===== config.mk =====
export PLATFORM = sky130hd
export DESIGN_NAME = ctt_timer
export DESIGN_NICKNAME = d
export VERILOG_FILES = /design/src/ctt_pkg.sv /design/src/ctt_timer.sv
export VERILOG_INCLUDE_DIRS = /design/src
export SDC_FILE = /design/constraint.sdc
export NUM_CORES = 1
export LEC_CHECK = 0
export ABC_AREA = 1
export BUFFER_PORTS_ARGS = -buffer_cell sky130_fd_sc_hd__buf_2
export CORE_MARGIN = 1.5
export CORE_UTILIZATION = 40
export CTS_CLUSTER_DIAMETER = 30
export DETAILED_ROUTE_END_ITERATION = 7
export GPL_TIMING_DRIVEN = 0
export PLACE_DENSITY = 0.69
export SLEW_MARGIN = 5
export SYNTH_ARGS = -nofsm -noshare
export SYNTH_HDL_FRONTEND = slang
export SYNTH_SLANG_ARGS = --single-unit

===== constraint.sdc =====
create_clock -name pclk -period 2.08 [get_ports pclk]
set_input_delay 0 -clock pclk [delete_from_list [all_inputs] [get_ports pclk]]
set_output_delay 0 -clock pclk [all_outputs]
set_load 0.1 [all_outputs]

===== src/ctt_map.svh =====
`ifndef CTT_MAP_SVH
`define CTT_MAP_SVH

// Register word indices; byte address is four times the index
`define CTT_IDX_CNT_HI   12'hF00
`define CTT_IDX_CNT_LO   12'hF01
`define CTT_IDX_RLD_HI   12'hF02
`define CTT_IDX_RLD_LO   12'hF03
`define CTT_IDX_CAP_HI   12'hF04
`define CTT_IDX_CAP_LO   12'hF05
`define CTT_IDX_CTL0     12'hF06
`define CTT_IDX_CTL1     12'hF07
`define CTT_IDX_IRQ_STAT 12'hF08
`define CTT_IDX_IRQ_MASK 12'hF09
`define CTT_IDX_T1_CTL0  12'hF0E

// Reset values and the count loaded on reload
`define CTT_RST_CTL0     8'h00
`define CTT_RST_CTL1     8'h00
`define CTT_RST_CNT      16'h0000
`define CTT_RST_RLD      16'hFFFF
`define CTT_CNT_START    16'h0001

// Interrupt source selection codes
`define CTT_SRC_BOTH     2'h0
`define CTT_SRC_CAPTURE  2'h1
`define CTT_SRC_RELOAD   2'h2

// Operating codes, {operating_code_msb, operating_code_low}
`define CTT_MODE_COUNTER 4'h2
`define CTT_MODE_CAPTURE 4'h4
`define CTT_MODE_CAPCMP  4'h7
`define CTT_MODE_DUALPWM 4'h8

// Status and mask bit positions
`define CTT_IRQ_CAP_BIT  0
`define CTT_IRQ_RLD_BIT  1

`endif


===== src/ctt_pkg.sv =====
package ctt_pkg;

    // First control register layout
    typedef struct packed {
        logic       operating_code_msb;
        logic [1:0] irq_source_select;
        logic       reserved;
        logic [2:0] deadband_delay;
        logic       capture_caused_irq;
    } ctt_ctl0_t;

    // Second control register layout
    typedef struct packed {
        logic       enable;
        logic       edge_falling;
        logic [2:0] prescale;
        logic [2:0] operating_code_low;
    } ctt_ctl1_t;

    // Timer events of one cycle
    typedef struct packed {
        logic reload;
        logic capture;
    } ctt_evt_t;

    // Capture/compare start sequencing
    typedef enum logic {
        CTT_WAIT,
        CTT_RUN
    } ctt_cc_state_t;

endpackage : ctt_pkg


===== src/ctt_timer.sv =====
// Behaviour
// Capture/compare counting waits for first selected input edge after enable
// That starting edge raises no interrupt
// Software picks rising or falling input edge for capture
// Interrupts on capture and reload by default; field can restrict either
// Software loads starting count, normally 0001H, before capture/compare
// Reload registers act as compare value in capture/compare
// Software sets pin function first, then enables timer last
// Reading count while enabled never disturbs counting
// Enabled high-byte read latches low byte; next low read returns it
// Disabled low-byte read returns live counter value
// Timer output inverts on every reload
// Input shares pin with complementary output; absent in dual PWM mode
// Control 0 bit 7 is the operating code MSB above control 1 field
// Control 0 resets to zero: source 6:5, reserved 4, deadband, status 0
// Status bit shows whether last interrupt came from capture
// Control registers are 8-bit read/write; control 0 bit 0 ignores writes here
// Capture edge stores count in readable capture register, sets status
`timescale 1ns/1ps
`include "ctt_map.svh"

module ctt_timer (
    input  wire logic        pclk,       // System clock
    input  wire logic        presetn,    // Async reset, active low
    input  wire logic        psel,       // APB select
    input  wire logic        penable,    // APB access phase
    input  wire logic        pwrite,     // APB write
    input  wire logic [15:0] paddr,      // APB byte address
    input  wire logic [31:0] pwdata,     // APB write data
    output logic      [31:0] prdata,     // APB read data
    output logic             pready,     // APB ready
    output logic             pslverr,    // APB error, unmapped
    output logic             irq,        // Level interrupt
    input  wire logic        tin_pin,    // Timer input from pin
    output logic             tout,       // Timer output
    output logic             tout_n,     // Complementary output
    output logic             tout_n_oe   // Drives shared pin
);

    // Registers
    ctt_pkg::ctt_ctl0_t    ctl0_q;
    ctt_pkg::ctt_ctl1_t    ctl1_q;
    ctt_pkg::ctt_cc_state_t cc_state_q;
    logic [15:0] cnt_q;
    logic [15:0] rld_q;
    logic [15:0] cap_q;
    logic [7:0]  hold_q;
    logic [1:0]  stat_q;
    logic [1:0]  mask_q;
    logic [6:0]  div_q;
    logic [2:0]  tin_sync_q;
    logic        en_prev_q;
    logic        tout_q;
    logic [31:0] prdata_q;
    logic        pready_q;
    logic        pslverr_q;
    logic        irq_q;

    // Bus decode
    wire         setup    = psel & ~penable;
    wire         done     = psel & penable & pready_q;
    wire         wr       = done & pwrite;
    wire         rd       = done & ~pwrite;
    wire [11:0]  idx      = paddr[13:2];
    wire         aligned  = (paddr[15:14] == 2'h0) & (paddr[1:0] == 2'h0);
    wire         a_cnt_hi = aligned & (idx == `CTT_IDX_CNT_HI);
    wire         a_cnt_lo = aligned & (idx == `CTT_IDX_CNT_LO);
    wire         a_rld_hi = aligned & (idx == `CTT_IDX_RLD_HI);
    wire         a_rld_lo = aligned & (idx == `CTT_IDX_RLD_LO);
    wire         a_cap_hi = aligned & (idx == `CTT_IDX_CAP_HI);
    wire         a_cap_lo = aligned & (idx == `CTT_IDX_CAP_LO);
    wire         a_ctl0   = aligned & (idx == `CTT_IDX_CTL0);
    wire         a_ctl1   = aligned & (idx == `CTT_IDX_CTL1);
    wire         a_stat   = aligned & (idx == `CTT_IDX_IRQ_STAT);
    wire         a_mask   = aligned & (idx == `CTT_IDX_IRQ_MASK);
    wire         mapped   = a_cnt_hi | a_cnt_lo | a_rld_hi | a_rld_lo |
                            a_cap_hi | a_cap_lo | a_ctl0 | a_ctl1 |
                            a_stat | a_mask;
    wire [7:0]   wbyte    = pwdata[7:0];

    // Operating code and mode flags
    wire [3:0]   mode     = {ctl0_q.operating_code_msb,
                             ctl1_q.operating_code_low};
    wire         en       = ctl1_q.enable;
    wire         m_cnt    = (mode == `CTT_MODE_COUNTER);
    wire         m_cap    = (mode == `CTT_MODE_CAPTURE);
    wire         m_cc     = (mode == `CTT_MODE_CAPCMP);
    wire         m_dual   = (mode == `CTT_MODE_DUALPWM);

    // Input edge from the synchroniser's last two stages
    wire         rise     = tin_sync_q[1] & ~tin_sync_q[2];
    wire         fall     = ~tin_sync_q[1] & tin_sync_q[2];
    wire         sel_edge = ctl1_q.edge_falling ? fall : rise;
    wire         in_edge  = en & sel_edge & ~m_dual;

    // Prescaler tick, divide by two to the prescale power
    wire [7:0]   ps_wide  = (8'h01 << ctl1_q.prescale) - 8'h01;
    wire [6:0]   ps_mask  = ps_wide[6:0];
    wire         tick     = en & ((div_q & ps_mask) == ps_mask);

    // Count enable and events
    wire         cc_run   = (cc_state_q == ctt_pkg::CTT_RUN);
    wire         inc      = m_cc  ? (tick & cc_run) :
                            m_cnt ? in_edge : tick;
    wire         match    = (cnt_q == rld_q);
    ctt_pkg::ctt_evt_t evt;
    // One driver for the whole event word: reload, then capture
    assign evt = {inc & match,
                  in_edge & (m_cap | (m_cc & cc_run))};

    // Interrupt source filtering
    wire         src_cap  = (ctl0_q.irq_source_select !=
                             `CTT_SRC_RELOAD);
    wire         src_rld  = (ctl0_q.irq_source_select !=
                             `CTT_SRC_CAPTURE);
    wire         irq_cap  = evt.capture & src_cap;
    wire         irq_rld  = evt.reload & src_rld;
    wire [1:0]   evt_bits = {irq_rld, irq_cap};

    // Count write by software wins over counting
    wire         cnt_wr   = wr & (a_cnt_hi | a_cnt_lo);
    wire [15:0]  cnt_inc  = cnt_q + 16'h0001;
    wire [15:0]  cnt_next = evt.reload ? `CTT_CNT_START : cnt_inc;

    // Enable rising edge restarts the start sequence
    wire         en_rise  = en & ~en_prev_q;

    // Read data selection
    wire [7:0]   cnt_lo_rd = en ? hold_q : cnt_q[7:0];
    wire [7:0]   rsel =
        a_cnt_hi ? cnt_q[15:8] :
        a_cnt_lo ? cnt_lo_rd :
        a_rld_hi ? rld_q[15:8] :
        a_rld_lo ? rld_q[7:0] :
        a_cap_hi ? cap_q[15:8] :
        a_cap_lo ? cap_q[7:0] :
        a_ctl0   ? ctl0_q :
        a_ctl1   ? ctl1_q :
        a_stat   ? {6'h00, stat_q} :
        a_mask   ? {6'h00, mask_q} : 8'h00;

    // Status next value; a new event wins over a clear
    wire [1:0]   stat_clr = (wr & a_stat) ? wbyte[1:0] : 2'h0;
    wire [1:0]   stat_d   = (stat_q & ~stat_clr) | evt_bits;
    // Mask next value, so the interrupt follows a mask write at once
    wire [1:0]   mask_d   = (wr & a_mask) ? wbyte[1:0] : mask_q;

    // APB answer: ready in the first access cycle
    always_ff @(posedge pclk or negedge presetn) begin
        if (!presetn) begin
            pready_q  <= 1'b0;
            prdata_q  <= 32'h0000_0000;
            pslverr_q <= 1'b0;
        end else begin
            pready_q  <= setup;
            pslverr_q <= setup & ~mapped;
            if (setup) begin
                prdata_q <= {24'h00_0000, rsel};
            end
        end
    end

    // Control registers, 8-bit read/write except status bit 0 of control 0
    always_ff @(posedge pclk or negedge presetn) begin
        if (!presetn) begin
            ctl0_q <= `CTT_RST_CTL0;
            ctl1_q <= `CTT_RST_CTL1;
        end else begin
            if (wr & a_ctl0) begin
                ctl0_q[7:1] <= wbyte[7:1];
            end
            if (irq_cap) begin
                ctl0_q.capture_caused_irq <= 1'b1;
            end else if (irq_rld) begin
                ctl0_q.capture_caused_irq <= 1'b0;
            end
            if (wr & a_ctl1) begin
                ctl1_q <= wbyte;
            end
        end
    end

    // Reload and capture holding registers
    always_ff @(posedge pclk or negedge presetn) begin
        if (!presetn) begin
            rld_q <= `CTT_RST_RLD;
            cap_q <= `CTT_RST_CNT;
        end else begin
            if (wr & a_rld_hi) begin
                rld_q[15:8] <= wbyte;
            end
            if (wr & a_rld_lo) begin
                rld_q[7:0] <= wbyte;
            end
            if (evt.capture) begin
                cap_q <= cnt_q;
            end
        end
    end

    // Counter
    always_ff @(posedge pclk or negedge presetn) begin
        if (!presetn) begin
            cnt_q <= `CTT_RST_CNT;
        end else if (cnt_wr) begin
            if (a_cnt_hi) begin
                cnt_q[15:8] <= wbyte;
            end else begin
                cnt_q[7:0] <= wbyte;
            end
        end else if (inc) begin
            cnt_q <= cnt_next;
        end
    end

    // Low byte held at the edge that samples the high-byte read data
    always_ff @(posedge pclk or negedge presetn) begin
        if (!presetn) begin
            hold_q <= 8'h00;
        end else if (setup & ~pwrite & a_cnt_hi & en) begin
            hold_q <= cnt_q[7:0];
        end
    end

    // Prescaler divider, idle while disabled
    always_ff @(posedge pclk or negedge presetn) begin
        if (!presetn) begin
            div_q <= 7'h00;
        end else if (!en) begin
            div_q <= 7'h00;
        end else begin
            div_q <= div_q + 7'h01;
        end
    end

    // Input synchroniser, three stages
    always_ff @(posedge pclk or negedge presetn) begin
        if (!presetn) begin
            tin_sync_q <= 3'h0;
        end else begin
            tin_sync_q <= {tin_sync_q[1:0], tin_pin};
        end
    end

    // Capture/compare start: first edge only arms counting
    always_ff @(posedge pclk or negedge presetn) begin
        if (!presetn) begin
            cc_state_q <= ctt_pkg::CTT_WAIT;
            en_prev_q  <= 1'b0;
        end else begin
            en_prev_q <= en;
            case (cc_state_q)
                ctt_pkg::CTT_WAIT: begin
                    if (in_edge & m_cc & ~en_rise) begin
                        cc_state_q <= ctt_pkg::CTT_RUN;
                    end
                end
                ctt_pkg::CTT_RUN: begin
                    if (!en | en_rise) begin
                        cc_state_q <= ctt_pkg::CTT_WAIT;
                    end
                end
                default: begin
                    cc_state_q <= ctt_pkg::CTT_WAIT;
                end
            endcase
        end
    end

    // Interrupt status and mask
    always_ff @(posedge pclk or negedge presetn) begin
        if (!presetn) begin
            stat_q <= 2'h0;
            mask_q <= 2'h0;
            irq_q  <= 1'b0;
        end else begin
            stat_q <= stat_d;
            mask_q <= mask_d;
            irq_q  <= |(stat_d & mask_d);
        end
    end

    // Timer output and complementary pin driver
    always_ff @(posedge pclk or negedge presetn) begin
        if (!presetn) begin
            tout_q    <= 1'b0;
            tout_n    <= 1'b1;
            tout_n_oe <= 1'b0;
        end else begin
            if (evt.reload) begin
                tout_q <= ~tout_q;
                tout_n <= tout_q;
            end
            tout_n_oe <= m_dual;
        end
    end

    // Ports from flops
    assign prdata  = prdata_q;
    assign pready  = pready_q;
    assign pslverr = pslverr_q;
    assign irq     = irq_q;
    assign tout    = tout_q;

endmodule : ctt_timer


# After elaboration in Yosys (flattened, before gate mapping)
# Cells that the tools add are included.
[word_totals]
register_bits = 102
latch_bits = 0
mem_bits_rw = 0
mem_bits_ro = 0
output_inout_bits = 38
mem_count = 0
[op_classes]
add_sub_neg = 3
n_mul = 0
n_div = 0
magnitude_cmp = 0
n_eq_ne = 20
shift = 1
n_mux = 27
n_bitwise = 66
reduce_logical = 8
[ops]
columns = ["op", "count"]
rows = [
  ["equality test 12 bit (second input constant)", 10],
  ["2-to-1 mux 8 bit", 11],
  ["2-to-1 mux 16 bit", 3],
  ["AND 1 bit", 40],
  ["adder 16 x 1 -> 16 bit (second input constant)", 1],
  ["equality test 16 bit", 1],
  ["bitwise OR 1 bit", 11],
  ["NOT 1 bit", 10],
  ["equality test 4 x 3 -> 1 bit (second input constant)", 2],
  ["2-to-1 mux 2 bit", 4],
  ["adder 7 x 1 -> 7 bit (second input constant)", 1],
  ["AND 7 bit", 1],
  ["equality test 7 bit", 1],
  ["2-to-1 mux 1 bit", 7],
  ["2-to-1 mux 7 bit", 1],
  ["left shift 1 x 3 -> 7 bit (first input constant)", 1],
  ["subtractor 7 x 1 -> 7 bit (second input constant)", 1],
  ["inequality test 2 bit (second input constant)", 3],
  ["AND 2 bit", 2],
  ["equality test 4 x 2 -> 1 bit (second input constant)", 1],
  ["equality test 4 bit (second input constant)", 1],
  ["logical NOT 2 bit", 2],
  ["AND reduction 2 bit", 2],
  ["nonzero test 2 bit", 2],
  ["6 further kinds", 6],
]

# Longest topological paths before layout
[logic_depth]
depth_word = 14
ltp_mapped = 17
ltp_nobuf = 15

# Least setup slack after synthesis
# Ideal clock, no wire load.
[synth_timing]
kind = "reg-to-reg"
start = "reg pready_q, in the netlist pready"
end = "reg cnt_q[14]"
setup_ns = 0.065
arrival_ns = 2.153
required_time_ns = 2.015
path_slack_ns = -0.138
path_stages_with_launch = 9
cell_sequence = "dfrtp_1 -> nand4_2 -> inv_1 -> nand2_1 -> nand3_2 -> nand2_2 -> inv_2 -> nand2_1 -> nand2_1"
[synth_via]
elab_chain_len = 5
[synth_lines]
columns = ["element", "line_no", "rtl"]
rows = [
  ["start, declared", "ctt_timer.sv:55", "logic pready_q;"],
  ["start signal, assigned", "ctt_timer.sv:155", "pready_q <= setup;"],
  ["AND 1 bit (*)", "ctt_timer.sv:61", "wire done = psel & penable & pready_q;"],
  ["AND 1 bit (*)", "ctt_timer.sv:62", "wire wr = done & pwrite;"],
  ["AND 1 bit (*)", "ctt_timer.sv:121", "wire cnt_wr = wr & (a_cnt_hi | a_cnt_lo);"],
  ["inequality test 2 bit (no line) / nonzero test 2 bit (equally long branches)", "-", ""],
  ["AND reduction 2 bit (no line)", "-", ""],
  ["end signal, assigned", "ctt_timer.sv:204", "cnt_q <= `CTT_RST_CNT;"],
  ["end signal, assigned", "ctt_timer.sv:207", "cnt_q[15:8] <= wbyte;"],
  ["end signal, assigned", "ctt_timer.sv:212", "cnt_q <= cnt_next;"],
  ["end, declared", "ctt_timer.sv:44", "logic [15:0] cnt_q;"],
]
# Every way passes the cells marked *; elsewhere a longest branch is shown, timed or not.
# A chain may end at the register's enable or synchronous reset.

# Final worst setup path
[layout_timing]
start = "reg ctl1_q[3] in the netlist's numbering"
end = "reg cnt_q[7]"
[layout_via]
elab_chain_len = 11
[layout_lines]
columns = ["element", "line_no", "rtl"]
rows = [
  ["start, declared", "ctt_timer.sv:42", "ctt_pkg::ctt_ctl1_t ctl1_q;"],
  ["start signal, assigned", "ctt_timer.sv:167", "ctl1_q <= `CTT_RST_CTL1;"],
  ["start signal, assigned", "ctt_timer.sv:178", "ctl1_q <= wbyte;"],
  ["left shift 1 x 3 -> 7 bit (*)", "ctt_timer.sv:97", "wire [7:0] ps_wide = (8'h01 << ctl1_q.prescale) - 8'h01;"],
  ["subtractor 7 x 1 -> 7 bit (*)", "ctt_timer.sv:97", ""],
  ["AND 7 bit", "ctt_timer.sv:99", "wire tick = en & ((div_q & ps_mask) == ps_mask);"],
  ["equality test 7 bit (*)", "ctt_timer.sv:99", ""],
  ["AND 1 bit (*)", "ctt_timer.sv:99", ""],
  ["2-to-1 mux 1 bit / AND 1 bit (equally long branches)", "ctt_timer.sv:104, ctt_timer.sv:103", ""],
  ["2-to-1 mux 1 bit (*)", "ctt_timer.sv:103", "wire inc = m_cc ? (tick & cc_run) :"],
  ["AND 1 bit", "ctt_timer.sv:108", "assign evt = {inc & match,"],
  ["2-to-1 mux 16 bit", "ctt_timer.sv:123", "wire [15:0] cnt_next = evt.reload ? `CTT_CNT_START : cnt_inc;"],
  ["2-to-1 mux 16 bit", "ctt_timer.sv:211", "end else if (inc) begin"],
  ["2-to-1 mux 16 bit", "ctt_timer.sv:205", "end else if (cnt_wr) begin"],
  ["end signal, assigned", "ctt_timer.sv:204", ""],
  ["end signal, assigned", "ctt_timer.sv:209", "cnt_q[7:0] <= wbyte;"],
  ["end signal, assigned", "ctt_timer.sv:212", ""],
]
# Every way passes the cells marked *; elsewhere a longest branch is shown, timed or not. The select of a mux whose other input is x is not followed.

==> results.toml <==
[final_layout]
n_antenna_cell = 0
stdcell_area_um2 = 7330
finalNonFillerCells = 1101
layout_common_cells = "nand2_1, inv_1, dfrtp_1"
mostFrequentLayoutCell = "nand2_1"
nets = 965
drive_gt1_frac = 0.195
areaGrowthSynthToFinish_pct = 18.4
nFillCells = 1449

[sta]
max_slew_margin = 0.336
fin_crit_ps = 2210
rsz0062_at_grt = "yes"
max_freq_ghz = 0.452
worst_slack_ps = -132
tightest_slew_ps = 986
slew_violations = 0
finalCritPeriodShare = 1.06
hold_viol_final = 0
finClkSkew_ps = 16.3
setup_viol = 19
hold_ws_ps = 6.65

[critical_path]
crit_arrival_ps = 2470
r2r_slack_ps = -130
path_class = "reg -> reg"
worstPathMaxFanout = 5
required_ps = 2340
reg2reg_depth = 15
r2r_end = "cnt_q[7]"
start_kind = "flop"
cp-end-kind = "flop"
reg2reg_from = "ctl1_q[3]"

[detailed_routing]
ant_nets = 0
drcViolationCount = 0
vias = 5728
drt_iter0_markers = 601
detail_route.first_pass.iterations = 5
routedWlPerCell_um = 16.0
vias_per_cell = 5.20
drt_wl_total_um = 17600

[global_route]
track_usage = 0.218
grt_pass1_vias = 5174
grt_max_degree = 64
antenna_found_initial = 0
grt_first_pass_wirelength_um = 27400
grt.overflow.total = 0

[synth]
yosys.area_share.adder = 0.00607
synth_top_family_by_area = "simple AND/OR/NAND/NOR gates"
synth_edf_count = 0
synth-seq-cells = 102
synth_top_area_cell = "dfrtp_1"
yosysUniqueCellTypes = 47
netlist_instances = 817
netlist.area_leader.share = 0.344
synth_area_um2 = 6190
async_flop_share = 1.00
seq_area_frac_synth = 0.416
synth.area.top_cells = "dfrtp_1, nand2_1, dfstp_2, inv_1, mux2i_1"
synth-xor-area-share = 0.0226
muxShareOfSynthArea = 0.0489
ys_warn_count = 0
synthFlopType = "dfrtp_1"
yosys.area_share.simple = 0.324
synth-compound-area-share = 0.0661
synth.avg_cell_area_um2 = 7.57

[placed_design]
place_inst = 1072
dp_hpwl_um = 12800
routabilityCongestion = 0.979
dpl_cell_area_um2 = 6750
port_buffers = 43

[clocking]
clk_latency_ps = 360
htree_levels = 3
cts_sinks = 102
cts_buffer_depth = 2
clockRootBuffer = "clkbuf_16"
cts_tree = "done"
clkTransAtPathRegs_ps = 80
cts_buffers = 9

[pwr]
leakage_uw = 0.00379
power_density_nw_per_um2 = 568
ir_drop_v = 0.000374

[worst_hold_path]
holdPathEnd = "en"
min_from = "pwdata[7]"
hp-class = "in -> reg"
hold_depth = 3

[die]
die_x_um = 127
dieArea_um2 = 16200
coreArea_um2 = 15100
fp.dieH_um = 127
rows = 45
ios = 92
start_util = 0.409

[status]
violations = "negative setup slack"
run_status = "finished with violations"

[job]
drv_cap = 0
-- worst max-delay path, stage by stage (launching register included) --
cell	delay, ps
dfrtp_2	440
nor2_4	120
nand2_2	80
ha_4	270
nor2_2	30
nor2_1	80
nand3_1	70
nor2_1	100
nand3_1	120
nand2_2	150
nand3_4	180
buf_8	190
nand3b_1	100
nand2_1	70
nand2_1	60
nand2_1	50
-- power by group --
| part | internal [µW] | switching [µW] |
|---|---|---|
| clock network | 1000 | 770 |
| registers | 1990 | 2.19 |
| logic | 74.2 | 322 |
-- state kept, by name, summed over array words and instances, names as in the netlist --
name        flops
irq             1
cap_q          16
prdata          8
mask_q          2
ctl0_q          8
tin_sync_q      3
pready          1
cnt_q          16
tout_n          1
rld_q          16
en              1
en_prev_q       1
cc_run          1
tout            1
hold_q          8
ctl1_q          7
tout_n_oe       1
stat_q          2
pslverr         1
div_q           7
-- routing by layer --
layer,share of wire,vias to the layer above,global-route usage
met5,0,-,0
met4,0.044,0,0.101
met3,0.085,53,0.0335
met2,0.44,290,0.342
met1,0.43,2610,0.298
li1,-,2775,-
-- logic make-up (layout without fill, tap and decap cells) --
group	after synthesis	in the layout
other	1	24
XOR/XNOR	16	16
AND/OR/NAND/NOR	435	435
AO/OA/AOI/OAI	72	72
flip-flops	102	102
multiplexers	30	30
buffers and inverters	158	231
adder cells (fa/ha/maj)	3	3
-- area by class of cell --
| type | instances | area [µm²] | share of cell area |
|---|---|---|---|
| plain buffers | 43 | 298 | 0.0406 |
| clock inverters | 4 | 55.1 | 0.00751 |
| repair buffers | 59 | 408 | 0.0557 |
| well taps | 188 | 235 | 0.0321 |
| inverters | 113 | 428 | 0.0584 |
| multi-input cells | 580 | 3070 | 0.419 |
| flip-flops and latches | 102 | 2580 | 0.352 |
| clock buffers | 12 | 256 | 0.0350 |
-- through the flow --
stage | setup TNS, ps | power (µW) | worst slack (ps) | util
finish | -1680 | 4160 | -132 | 0.484
global route | -3490 | 4280 | -230 | 0.484
CTS | -255 | 4160 | -35.9 | 0.474
floorplan | 0 | 2310 | 106 | -
detailed placement | -5300 | 2420 | -304 | 0.446
global placement | -13380 | 2410 | -298 | 0.444
-- how the worst max path moves through the flow --
| stage | from | end | slack [ps] | cells past startpoint |
|---|---|---|---|---|
| global route | ctl1_q[3] | cnt_q[7] | -230 | 15 |
| floorplan | ctl1_q[4] | cnt_q[10] | 110 | 16 |
| global placement | ctl1_q[4] | cnt_q[10] | -300 | 16 |
| detailed placement | ctl1_q[4] | cnt_q[10] | -300 | 16 |
| CTS | ctl1_q[4] | cnt_q[5] | -40 | 15 |
| finish | ctl1_q[3] | cnt_q[7] | -130 | 15 |
-- cells in the mapped netlist (3+ instances only) --
cell        n
nand3b_1   10
buf_4      26
nor3_2      4
nand2_2     4
a21oi_1    19
nand4_1    43
ha_1        3
buf_2       4
or2_2       4
dfrtp_1    85
o211ai_1    8
nor4_1      8
nor3_1     11
nor2_1     73
nand3_1    34
inv_1     107
nand2_1   225
nor2_4      3
clkbuf_1   10
and3_1      3
o21ai_2     3
o21ai_0    36
xor2_1     14
nor2_2      4
dfstp_2    17
inv_2       4
mux2i_1    28
-- repair_timing --
action	CTS	global route
hold buffers	3	1
endpoints found under the setup margin	21	22
resized for setup	11	21
endpoints found under the hold margin	54	1
setup buffers	6	3
gates cloned	0	2
pin swaps	2	20
Power figures use the tool's default switching activity.
